--- src/hdl/wesup_consts.svh ---
// Constants for the weighing error supervisor: offsets, codes, limits, reset values.
// Assumes inclusion by the top module, the checker and the bench.
`ifndef WESUP_CONSTS_SVH
`define WESUP_CONSTS_SVH

// ==========================================================
// Register offsets (byte addresses)
`define WESUP_OFF_INSTR_ERR   12'h000
`define WESUP_OFF_CMD_ERR     12'h004
`define WESUP_OFF_CTRL        12'h008
`define WESUP_OFF_STATUS      12'h00C
`define WESUP_OFF_WR_CHECK    12'h010
`define WESUP_OFF_RATE        12'h014
`define WESUP_OFF_OVL_HI      12'h018
`define WESUP_OFF_OVL_LO      12'h01C
`define WESUP_OFF_SCALE_BASE  12'h040

// ==========================================================
// Control register fields
`define WESUP_CTRL_NORMAL_BIT 0
`define WESUP_CTRL_OVLCHK_BIT 1
`define WESUP_CTRL_RESET      32'h0000_0000

// ==========================================================
// Error codes (decimal values as printed)
`define WESUP_CODE_NONE       10'd0
`define WESUP_CODE_NOT_NORMAL 10'd3
`define WESUP_CODE_OVERLOAD   10'd4
`define WESUP_CODE_OVERRANGE  10'd5
`define WESUP_CODE_UNDERLOAD  10'd6
`define WESUP_CODE_UNDERRANGE 10'd7
`define WESUP_CODE_EXC_SHORT  10'd10
`define WESUP_CODE_SENSE_ERR  10'd11
`define WESUP_CODE_SIG_ERR    10'd12
`define WESUP_CODE_INVALID    10'd14
`define WESUP_CODE_DIGITS     10'd20
`define WESUP_CODE_DIGITS_ALT 10'd191
`define WESUP_CODE_BAD_ADDR   10'd103
`define WESUP_CODE_BAD_COUNT  10'd104

// ==========================================================
// Write-request checks, digit limit and register reset values
`define WESUP_WR_ADDR_MIN     16'h9C41
`define WESUP_WR_ADDR_MAX     16'hC350
`define WESUP_WR_COUNT_MAX    8'h06
`define WESUP_DIGIT_LIMIT     32'd999999
`define WESUP_RATE_RESET      8'h00
`define WESUP_OVL_HI_RESET    32'h7FFF_FFFF
`define WESUP_OVL_LO_RESET    32'h8000_0000

`endif

--- src/hdl/wesup_pkg.sv ---
// Types for the weighing error supervisor.
// Assumes the constants header is available on the include path.
package wesup_pkg;
    typedef logic [9:0]  wesup_code_t;
    typedef logic [31:0] wesup_word_t;
endpackage : wesup_pkg

--- src/hdl/wesup_top.sv ---
// Error supervisor for a multi-scale weighing instrument.
// Assumes per-scale fault flags arrive asynchronously from transducer front ends,
// weights arrive on the mclk domain, and an APB master reaches the registers.
// Scale codes read back in bits [9:0] as plain decimal values; a scale's
// outputs go safe in the same cycle that its code register turns nonzero.
//
// What this block does
// Zero code means no error present
// Faulted scale forces its outputs safe
// Any error drops process-active output
// Instrument, command, eight scale code registers
// Not normal state reports 003
// Weight above upper limit reports 004
// Weight below lower limit reports 006
// Signal above converter range reports 005
// Signal below converter range reports 007
// Excitation short reports 010
// Sense voltage out of range reports 011
// Transducer signal out of range reports 012
// Code 014 until enough samples after change
// Weight needing seven digits reports 020
// Scale codes follow their causes, no latching; command code holds until cleared or rechecked
// Bad write address 103, count 104
// Several conditions: one code by priority
`timescale 1ns/1ps
`include "wesup_consts.svh"

module wesup_top #(
    parameter int NUM_SCALES   = 8,
    parameter int SETTLE_SAMPS = 4,
    parameter int DOUT_W       = 8,
    parameter int AOUT_W       = 16
) (
    input  wire logic                          mclk,
    input  wire logic                          rst_n,
    input  wire logic                          psel,
    input  wire logic                          penable,
    input  wire logic                          pwrite,
    input  wire logic [11:0]                   paddr,
    input  wire logic [31:0]                   pwdata,
    output logic      [31:0]                   prdata,
    output logic                               pready,
    output logic                               pslverr,
    input  wire logic [NUM_SCALES-1:0]         over_range_in,
    input  wire logic [NUM_SCALES-1:0]         under_range_in,
    input  wire logic [NUM_SCALES-1:0]         exc_short_in,
    input  wire logic [NUM_SCALES-1:0]         sense_err_in,
    input  wire logic [NUM_SCALES-1:0]         signal_err_in,
    input  wire logic [NUM_SCALES-1:0]         sample_valid,
    input  wire logic [NUM_SCALES*32-1:0]      weight_in,
    input  wire logic [NUM_SCALES*DOUT_W-1:0]  dout_req,
    input  wire logic [NUM_SCALES*AOUT_W-1:0]  aout_req,
    input  wire logic                          process_req,
    output logic      [NUM_SCALES*DOUT_W-1:0]  dout,
    output logic      [NUM_SCALES*AOUT_W-1:0]  aout,
    output logic                               process_active,
    output logic      [NUM_SCALES-1:0]         scale_fault
);
    import wesup_pkg::*;

    // ==========================================================
    // Reset release and pin synchronisers
    logic                  rst_s1_reg;
    logic                  rst_s2_reg;
    logic                  rstn;
    logic [5*NUM_SCALES-1:0] pin_s1_reg;
    logic [5*NUM_SCALES-1:0] pin_s2_reg;
    logic [5*NUM_SCALES-1:0] pins_raw;

    always_ff @(posedge mclk or negedge rst_n) begin
        if (!rst_n) begin
            rst_s1_reg <= 1'b0;
            rst_s2_reg <= 1'b0;
        end else begin
            rst_s1_reg <= 1'b1;
            rst_s2_reg <= rst_s1_reg;
        end
    end
    assign rstn = rst_s2_reg;

    assign pins_raw = {exc_short_in, sense_err_in, signal_err_in, under_range_in,
                       over_range_in};

    always_ff @(posedge mclk or negedge rstn) begin
        if (!rstn) begin
            pin_s1_reg <= '0;
            pin_s2_reg <= '0;
        end else begin
            pin_s1_reg <= pins_raw;
            pin_s2_reg <= pin_s1_reg;
        end
    end

    // ==========================================================
    // Software registers
    wesup_word_t  ctrl_reg;
    logic [7:0]   rate_reg;
    logic signed [31:0] ovl_hi_reg;
    logic signed [31:0] ovl_lo_reg;
    wesup_code_t  cmd_err_reg;
    wesup_code_t  cmd_err_next;
    logic         rate_wr;
    logic         wr_en;
    logic         rd_en;
    logic         normal_state;
    logic         ovl_check;
    logic         ctrl_wr;
    logic         rate_sel_wr;
    logic         ovl_hi_wr;
    logic         ovl_lo_wr;
    logic         wr_check_wr;
    logic         cmd_clr_wr;

    assign pready  = 1'b1;
    assign wr_en   = psel & penable & pwrite;
    assign rd_en   = psel & penable & ~pwrite;
    assign normal_state = ctrl_reg[`WESUP_CTRL_NORMAL_BIT];
    assign ovl_check    = ctrl_reg[`WESUP_CTRL_OVLCHK_BIT];

    // Write strobes, one per register
    assign ctrl_wr     = wr_en && (paddr == `WESUP_OFF_CTRL);
    assign rate_sel_wr = wr_en && (paddr == `WESUP_OFF_RATE);
    assign ovl_hi_wr   = wr_en && (paddr == `WESUP_OFF_OVL_HI);
    assign ovl_lo_wr   = wr_en && (paddr == `WESUP_OFF_OVL_LO);
    assign wr_check_wr = wr_en && (paddr == `WESUP_OFF_WR_CHECK);
    assign cmd_clr_wr  = wr_en && (paddr == `WESUP_OFF_CMD_ERR);
    // Only a changed rate restarts the settle count
    assign rate_wr     = rate_sel_wr && (pwdata[7:0] != rate_reg);

    always_ff @(posedge mclk or negedge rstn) begin
        if (!rstn)
            ctrl_reg <= `WESUP_CTRL_RESET;
        else if (ctrl_wr)
            ctrl_reg <= pwdata;
    end

    always_ff @(posedge mclk or negedge rstn) begin
        if (!rstn)
            rate_reg <= `WESUP_RATE_RESET;
        else if (rate_sel_wr)
            rate_reg <= pwdata[7:0];
    end

    always_ff @(posedge mclk or negedge rstn) begin
        if (!rstn)
            ovl_hi_reg <= `WESUP_OVL_HI_RESET;
        else if (ovl_hi_wr)
            ovl_hi_reg <= pwdata;
    end

    always_ff @(posedge mclk or negedge rstn) begin
        if (!rstn)
            ovl_lo_reg <= `WESUP_OVL_LO_RESET;
        else if (ovl_lo_wr)
            ovl_lo_reg <= pwdata;
    end

    // Write-request check: start address in [31:16], count in [7:0]
    always_comb begin
        cmd_err_next = cmd_err_reg;
        if (wr_check_wr) begin
            if (pwdata[31:16] < `WESUP_WR_ADDR_MIN || pwdata[31:16] > `WESUP_WR_ADDR_MAX)
                cmd_err_next = `WESUP_CODE_BAD_ADDR;
            else if (pwdata[7:0] == 8'h00 || pwdata[7:0] > `WESUP_WR_COUNT_MAX)
                cmd_err_next = `WESUP_CODE_BAD_COUNT;
            else
                cmd_err_next = `WESUP_CODE_NONE;
        end else if (cmd_clr_wr) begin
            cmd_err_next = `WESUP_CODE_NONE;
        end
    end

    always_ff @(posedge mclk or negedge rstn) begin
        if (!rstn)
            cmd_err_reg <= `WESUP_CODE_NONE;
        else
            cmd_err_reg <= cmd_err_next;
    end

    // ==========================================================
    // Per-scale classification
    wesup_code_t scale_code_reg [NUM_SCALES];
    logic [NUM_SCALES-1:0] any_fault;
    logic [NUM_SCALES-1:0] fault_reg;

    genvar g;
    generate
        for (g = 0; g < NUM_SCALES; g++) begin : g_scale
            logic [7:0]         settle_cnt_reg;
            logic signed [31:0] w;
            logic [31:0]        w_abs;
            wesup_code_t        code_next;
            logic               exc_s;
            logic               sense_s;
            logic               sig_s;
            logic               over_s;
            logic               under_s;
            logic               settled;
            logic               above_lim;
            logic               below_lim;
            logic               too_wide;

            assign w     = weight_in[g*32 +: 32];
            assign w_abs = w[31] ? 32'(-w) : w;

            // Synchronised fault levels of this scale
            assign exc_s   = pin_s2_reg[4*NUM_SCALES+g];
            assign sense_s = pin_s2_reg[3*NUM_SCALES+g];
            assign sig_s   = pin_s2_reg[2*NUM_SCALES+g];
            assign under_s = pin_s2_reg[NUM_SCALES+g];
            assign over_s  = pin_s2_reg[g];

            // Limits apply only while overload check is on
            assign above_lim = ovl_check && (w > ovl_hi_reg);
            assign below_lim = ovl_check && (w < ovl_lo_reg);
            assign too_wide  = (w_abs > `WESUP_DIGIT_LIMIT);
            assign settled   = (settle_cnt_reg >= 8'(SETTLE_SAMPS));

            // Sample count since power-up or rate change
            always_ff @(posedge mclk or negedge rstn) begin
                if (!rstn)
                    settle_cnt_reg <= 8'h00;
                else if (rate_wr)
                    settle_cnt_reg <= 8'h00;
                else if (sample_valid[g] && !settled)
                    settle_cnt_reg <= settle_cnt_reg + 8'h01;
            end

            // Fixed priority: hardware faults, range, state, settling, limits, digits
            always_comb begin
                if (exc_s)
                    code_next = `WESUP_CODE_EXC_SHORT;
                else if (sense_s)
                    code_next = `WESUP_CODE_SENSE_ERR;
                else if (sig_s)
                    code_next = `WESUP_CODE_SIG_ERR;
                else if (over_s)
                    code_next = `WESUP_CODE_OVERRANGE;
                else if (under_s)
                    code_next = `WESUP_CODE_UNDERRANGE;
                else if (!normal_state)
                    code_next = `WESUP_CODE_NOT_NORMAL;
                else if (!settled)
                    code_next = `WESUP_CODE_INVALID;
                else if (above_lim)
                    code_next = `WESUP_CODE_OVERLOAD;
                else if (below_lim)
                    code_next = `WESUP_CODE_UNDERLOAD;
                else if (too_wide)
                    code_next = `WESUP_CODE_DIGITS;
                else
                    code_next = `WESUP_CODE_NONE;
            end

            // Recomputed every cycle so codes clear with their cause
            always_ff @(posedge mclk or negedge rstn) begin
                if (!rstn)
                    scale_code_reg[g] <= `WESUP_CODE_NONE;
                else
                    scale_code_reg[g] <= code_next;
            end

            // Flag loads with the code so both agree in every cycle
            always_ff @(posedge mclk or negedge rstn) begin
                if (!rstn)
                    fault_reg[g] <= 1'b0;
                else
                    fault_reg[g] <= (code_next != `WESUP_CODE_NONE);
            end
            assign any_fault[g] = fault_reg[g];

            // Safe outputs for faulted scale
            always_ff @(posedge mclk or negedge rstn) begin
                if (!rstn) begin
                    dout[g*DOUT_W +: DOUT_W] <= '0;
                    aout[g*AOUT_W +: AOUT_W] <= '0;
                end else if (code_next != `WESUP_CODE_NONE) begin
                    dout[g*DOUT_W +: DOUT_W] <= '0;
                    aout[g*AOUT_W +: AOUT_W] <= '0;
                end else begin
                    dout[g*DOUT_W +: DOUT_W] <= dout_req[g*DOUT_W +: DOUT_W];
                    aout[g*AOUT_W +: AOUT_W] <= aout_req[g*AOUT_W +: AOUT_W];
                end
            end
        end
    endgenerate

    assign scale_fault = any_fault;

    // ==========================================================
    // Instrument error and process-active
    wesup_code_t instr_err_reg;

    always_ff @(posedge mclk or negedge rstn) begin
        if (!rstn)
            instr_err_reg <= `WESUP_CODE_NONE;
        else
            instr_err_reg <= `WESUP_CODE_NONE;
    end

    always_ff @(posedge mclk or negedge rstn) begin
        if (!rstn) begin
            process_active <= 1'b0;
        end else begin
            process_active <= process_req && !(|any_fault)
                              && cmd_err_reg == `WESUP_CODE_NONE;
        end
    end

    // ==========================================================
    // APB read mux
    logic [31:0] rd_word;
    logic        rd_hit;
    logic [11:0] scale_off;

    always_comb begin
        rd_word   = 32'h0000_0000;
        rd_hit    = 1'b1;
        scale_off = paddr - `WESUP_OFF_SCALE_BASE;
        unique case (paddr)
            `WESUP_OFF_INSTR_ERR: rd_word = {22'h0, instr_err_reg};
            `WESUP_OFF_CMD_ERR:   rd_word = {22'h0, cmd_err_reg};
            `WESUP_OFF_CTRL:      rd_word = ctrl_reg;
            `WESUP_OFF_STATUS:    rd_word = {23'h0, process_active,
                                             8'(any_fault)};
            `WESUP_OFF_WR_CHECK:  rd_word = 32'h0000_0000;
            `WESUP_OFF_RATE:      rd_word = {24'h0, rate_reg};
            `WESUP_OFF_OVL_HI:    rd_word = ovl_hi_reg;
            `WESUP_OFF_OVL_LO:    rd_word = ovl_lo_reg;
            default: begin
                if (paddr >= `WESUP_OFF_SCALE_BASE && scale_off[1:0] == 2'b00
                    && scale_off[11:2] < 10'(NUM_SCALES))
                    rd_word = {22'h0, scale_code_reg[scale_off[4:2]]};
                else
                    rd_hit = 1'b0;
            end
        endcase
    end

    assign pslverr = rd_en & ~rd_hit;

    always_ff @(posedge mclk or negedge rstn) begin
        if (!rstn)
            prdata <= 32'h0000_0000;
        else if (psel && !penable && !pwrite)
            prdata <= rd_word;
    end

endmodule : wesup_top

--- config.mk ---
export PLATFORM = sky130hd
export DESIGN_NAME = wesup_top
export DESIGN_NICKNAME = d
export VERILOG_FILES = /design/src/hdl/wesup_pkg.sv /design/src/hdl/wesup_top.sv
export VERILOG_INCLUDE_DIRS = /design/src /design/src/hdl
export SDC_FILE = /design/constraint.sdc
export NUM_CORES = 2
export LEC_CHECK = 0
export BUFFER_PORTS_ARGS = -buffer_cell sky130_fd_sc_hd__clkbuf_2
export CAP_MARGIN = 40
export CORE_AREA = 5 5 300 302
export CTS_CLUSTER_DIAMETER = 50
export CTS_CLUSTER_SIZE = 40
export DETAILED_ROUTE_END_ITERATION = 6
export DIE_AREA = 0 0 305 307
export HOLD_SLACK_MARGIN = 0.1
export PLACE_DENSITY = 0.67
export SETUP_SLACK_MARGIN = 0.2
export SLEW_MARGIN = 20
export SYNTH_ARGS = -nofsm -noshare
export SYNTH_HDL_FRONTEND = slang
export SYNTH_SLANG_ARGS = --single-unit
--- constraint.sdc ---
create_clock -name mclk -period 21.4 [get_ports mclk]
set_input_delay 1.07 -clock mclk [delete_from_list [all_inputs] [get_ports mclk]]
set_output_delay 1.07 -clock mclk [all_outputs]
set_load 0.005 [all_outputs]
; ---- After elaboration in Yosys (flattened, before gate mapping)
; Index checks and enable logic that the tools add are counted.
[totals]
reg_bits = 573
inputBits = 546
out_inout_bits = 235
wordCells = 326
[classes]
add_sub_neg = 17
n_lt_le_gt_ge = 38
eq_ne = 8
muxes = 131
n_bitwise = 7
n_reduce_logical = 74
[op_table]
columns = operator, count
row1 = 5-bit 2-to-1 mux, 75
row2 = "32-bit by 20-bit > comparator with 1-bit output, second input constant", 8
row3 = 32-bit > comparator, 8
row4 = 32-bit < comparator, 8
row5 = 32-bit 2-to-1 mux, 8
row6 = 32-bit negation, 8
row7 = 32-bit case mux with 7 select lines, 1
row8 = 8-bit 2-to-1 mux, 24
row9 = 16-bit 2-to-1 mux, 8
row10 = 10-bit 2-to-1 mux, 11
row11 = 10-bit nonzero test, 8
row12 = "8-bit by 1-bit adder with 8-bit output, second input constant", 8
row13 = "8-bit by 3-bit greater-or-equal comparator with 1-bit output, second input constant", 8
row14 = "12-bit by 5-bit == test with 1-bit output, second input constant", 4
row15 = 1-bit logical AND, 37
row16 = 10-bit binary-select mux with 3-bit select, 1
row17 = "12-bit by 4-bit == test with 1-bit output, second input constant", 2
row18 = 2-bit nonzero test, 9
row19 = "16-bit > comparator, second input constant", 1
row20 = "16-bit < comparator, second input constant", 1
row21 = 8-bit OR reduction, 2
row22 = "12-bit by 3-bit == test with 1-bit output, second input constant", 1
row23 = "12-bit by 7-bit greater-or-equal comparator with 1-bit output, second input constant", 1
row24 = 12-bit logical NOT, 1
row25 = 16 further kinds, 32

; ---- Longest topological paths before layout
[depth]
depth_word = 15
depth_mapped = 13
depth_no_buf = 10

; ---- Worst setup path before layout
; Ideal clock, no wire load.
[synth_timing]
path_kind = in2reg
startpoint = input port weight_in[197]
endpoint = register fault_reg[6] (netlist: scale_fault[6])
setup_time_ps = 124
arrival_ps = 4272
slack_ps = 17004
path_stages = 10
path_cell_list = or4_4 or4_1 buf_2 or4_4 or4_1 a211oi_2 a41oi_1 or4b_1 buf_6 or2_1
[synth_between]
elab_chain_len = 14
word_cells_on_any_way = 18
classes_between = 1 x add/sub / 3 x order compare / 11 x mux / 3 x reduce/logical
[synth_rtl]
columns = item, line
row1 = start: declaration, wesup_top.sv:50  ; input wire logic [NUM_SCALES*32-1:0] weight_in,
row2 = 32-bit negation, wesup_top.sv:204  ; assign w_abs = w[31] ? 32'(-w) : w;
row3 = 32-bit 2-to-1 mux, wesup_top.sv:204
row4 = 32-bit by 20-bit > comparator with 1-bit output (no line), --
row5 = 5-bit 2-to-1 mux, wesup_top.sv:249  ; else if (too_wide)
row6 = 5-bit 2-to-1 mux, wesup_top.sv:247  ; else if (below_lim)
row7 = 5-bit 2-to-1 mux *, wesup_top.sv:245  ; else if (above_lim)
row8 = 5-bit 2-to-1 mux *, wesup_top.sv:243  ; else if (!settled)
row9 = 5-bit 2-to-1 mux *, wesup_top.sv:241  ; else if (!normal_state)
row10 = 5-bit 2-to-1 mux *, wesup_top.sv:239  ; else if (under_s)
row11 = 5-bit 2-to-1 mux *, wesup_top.sv:237  ; else if (over_s)
row12 = 5-bit 2-to-1 mux *, wesup_top.sv:235  ; else if (sig_s)
row13 = 5-bit 2-to-1 mux *, wesup_top.sv:233  ; else if (sense_s)
row14 = 5-bit 2-to-1 mux *, wesup_top.sv:231  ; if (exc_s)
row15 = 10-bit nonzero test (no line) *, --
row16 = end signal: indexed assignment, wesup_top.sv:268  ; fault_reg[g] <= (code_next != `WESUP_CODE_NONE);
row17 = end: declaration, wesup_top.sv:184  ; logic [NUM_SCALES-1:0] fault_reg;
; Mark *: on every way between the ends. The rest lies on a longest branch, timed or not.
; A chain may end at the register's enable or synchronous reset.

; ---- Final worst setup path
; Same ends and word-level chain as after synthesis.

==> impl_metrics.tcl <==
set metrics [dict create \
    yosysWarnings 0 \
    cts_resized 0 \
    startpoint_type "input port" \
    final-instance-count-excl-fill 5924 \
    clk_pin_slew_ps 80 \
    postCtsHoldBufs 0 \
    max_cap_violations 0 \
    met3_wirelength_mm 16.78 \
    ys_types 88 \
    p_seq_frac 0.447 \
    endpoint_kind "flop" \
    floorplan.core_area_um2 87420 \
    async_flop_share 1.000 \
    hold_path_class "in -> async" \
    cts_tree "built" \
    place_hpwl_mm 118.2 \
    drt-total-wl_mm 154.6 \
    worstPathMaxFanout 25 \
    max-vdd-ir-drop_v 0.00007431 \
    clkPwrFrac 0.379 \
    critPathRequiredTime_ps 21890 \
    avgViaCountPerCell 6.057 \
    root_buffer "clkbuf_16" \
    syn-mean-instance-area_um2 9.397 \
    holdWs_ps 246.0 \
    htreeDepth 2 \
    yosysTopAreaCellShare 0.3381 \
    drtIter0Drc 4068 \
    io_buffers 779 \
    tns_ps 0 \
    ys_seq_elements 526 \
    r2r-end "aout[22]" \
    yosys.area.top_type "dfrtp_1" \
    r2r_slack_ps 17030 \
    final_nets 5768 \
    synth_edf_count 0 \
    r2r_cells 12 \
    max_freq_ghz 0.2226 \
    wl_per_cell_um 26.10 \
    crit_start "weight_in[197]" \
    fin_worst_skew_ps 45.83 \
    fp.dieW_um 305 \
    drcViolationCount 0 \
    grt_usage 0.3160 \
    fin_total_pwr_mw 2.356 \
    finalSetupViolCount 0 \
    cts_sinks 526 \
    setup_slack_ps 16910 \
    dieArea_um2 93640 \
    finalHoldViolCount 0 \
    grt_pass1_vias 34017 \
    path_class "in -> reg" \
    dp_worst_setup_slack_ps 16360 \
    leakagePower_nw 21.34 \
    antenna_found_initial 47 \
    placed_cells 5799 \
    clk_latency_ps 620 \
    post_cts_buffers 0 \
    status "complete, no violations" \
    ys_seq_area_frac 0.3611 \
    tightest_slew_ps 1069 \
    syn-instance-count 3891 \
    p_per_area_nw_per_um2 53.40 \
    drtAntennaViolNets 0 \
    gr-total-overflow 0 \
    start_util 0.4183 \
    drt_pass1_iterations 7 \
    rsz0062_at_grt "false" \
    arrival_ps 4980 \
    fp-row-count 109 \
    grt_pass1_wl_mm 224.9 \
    wl_met1_mm 61.78 \
    ys_dominant_reg_cell "dfrtp_1" \
    r2r-start "ovl_hi_reg[5]" \
    io_pins 781 \
    drive_above_1_share 0.2410 \
    num_vias 35879 \
    largest_register_ffs 128 \
    top_layer "met5" \
    area_growth_pct 20.64 \
    numCtsBuffers 45 \
    fin_crit_ps 4492 \
    grt_max_degree 178 \
    die_h_um 307 \
    synth_area_um2 36570 \
    switchingPower_uw 718.3 \
    netlist_top_cells_area "dfrtp_1 (34%), ha_1 (18%), nand2_1 (3.1%)" \
    route.met2.wl_mm 67.58 \
    sw_frac_of_total 0.3049 \
    p_comb_frac 0.175 \
    finalCritPeriodShare 0.2099 \
    gp_congestion 0.9549 \
    relSlewSlack 0.2876 \
    crit_end "scale_fault[6]" \
    internal_power_mw 1.637 \
    report.final.slew_viol_count 0 \
    clock_path_buffers 3 \
]
-- critical path, cell delays in order --
cell and delay [ps]:
clkbuf_2 120, or4_4 560, or4_1 800, or4_4 610
or4_1 430, a211oi_2 220, a41oi_1 70, or4b_1 500
buf_4 280, or2_1 270
-- layout by cell type (no fill, tap or decap), drive strengths merged, types with 39 or more instances in the layout --
master  count
a211oi     39
a21o       50
a21oi     222
a31oi      46
and2       96
and3       45
buf        81
clkbuf    837
dfrtp     494
ha        528
inv       264
mux2       80
nand2     303
nand2b     45
nand3      86
nand4     116
nor2      216
nor3      219
nor4      108
o21ai     181
or3        45
or4        45
-- synthesized netlist by cell type, types with 11 or more instances --
cell       instances
dfstp_2           32
nor2_1           216
or3_1             45
o22ai_1           13
nor2b_1           25
inv_1            247
o21ai_0          181
dfrtp_1          494
a2111oi_0         11
nor3_1           199
mux2_2            80
nand2b_1          45
or2_2             16
and2_1            95
or4_1             43
nand3_1           86
nor3_2            19
o31ai_1           33
o311ai_0          12
clkbuf_1          95
a21o_1            50
o211ai_1          34
and3_1            45
a221oi_1          25
o21a_1            18
mux2i_1           25
nand2_1          303
nor4_1           107
and4_1            18
a31oi_1           46
o31a_1            11
nand4b_1          12
a2111o_1          12
a21oi_1          222
a211oi_1          37
nor4b_1           12
o41ai_1           21
xor2_1            16
buf_1             12
a211o_1           12
nand4_1          116
a222oi_1          25
ha_1             528
xnor2_1           28
-- layout make-up --
cell class | instances | area (um^2)
fill | 8196 | 43310
multi-input combinational | 3006 | 22040
sequential | 526 | 13210
timing repair buffer | 868 | 4786
tap | 1165 | 1458
clock buffer | 50 | 1175
inverter | 247 | 927.1
clock inverter | 34 | 447.9
antenna | 28 | 70.07
-- metrics by stage --
| step | util | cell area (um^2) |
|---|---|---|
| after floorplan | - | 36570 |
| after global placement | 0.4798 | 41950 |
| after detailed placement | 0.4836 | 42280 |
| after CTS | 0.5022 | 43900 |
| after global routing | 0.5042 | 44070 |
| final | 0.5046 | 44110 |
-- cells by family (layout without fill, tap and decap cells) --
family | Yosys count | after routing | synth area share
AOI/OAI and AO/OA | 866 | 866 | 0.1586
xor gates and xnor gates | 44 | 44 | 0.01054
adders and majority gates | 528 | 528 | 0.1807
buffers and inverters | 360 | 1199 | 0.03808
DFF | 526 | 526 | 0.3611
muxes | 115 | 115 | 0.03764
other | 1 | 30 | 0.0001026
and+or+nand+nor | 1451 | 1451 | 0.2132
-- per-layer routing --
layer,vias to the layer above,GRT usage
li1,16309,-
met1,17268,0.4176
met2,1896,0.4855
met3,366,0.08871
met4,40,0.1427
met5,-,0
-- how the worst min path moves through the flow --
stage	endpoint	depth (start not counted)	from	slack [ps]
detailed placement	pin_s2_reg[10]	0	pin_s1_reg[10]	330
finish	rst_s2_reg	1	rst_n	250
global placement	rst_s2_reg	0	rst_s1_reg	330
CTS	rst_s2_reg	1	rst_n	200
floorplan	pin_s2_reg[0]	0	pin_s1_reg[0]	330
global route	rst_s1_reg	1	rst_n	220
-- power groups by stage --
| stage | logic [mW] | clock network [mW] | registers (mW) |
|---|---|---|---|
| after floorplan | 0.213 | 0 | 1.08 |
| after global placement | 0.388 | 0 | 1.07 |
| after CTS | 0.402 | 0.913 | 1.05 |
| after detailed placement | 0.400 | 0 | 1.07 |
| final | 0.411 | 0.893 | 1.05 |
| after global routing | 0.460 | 0.952 | 1.06 |
Power figures use the tool's default switching activity.
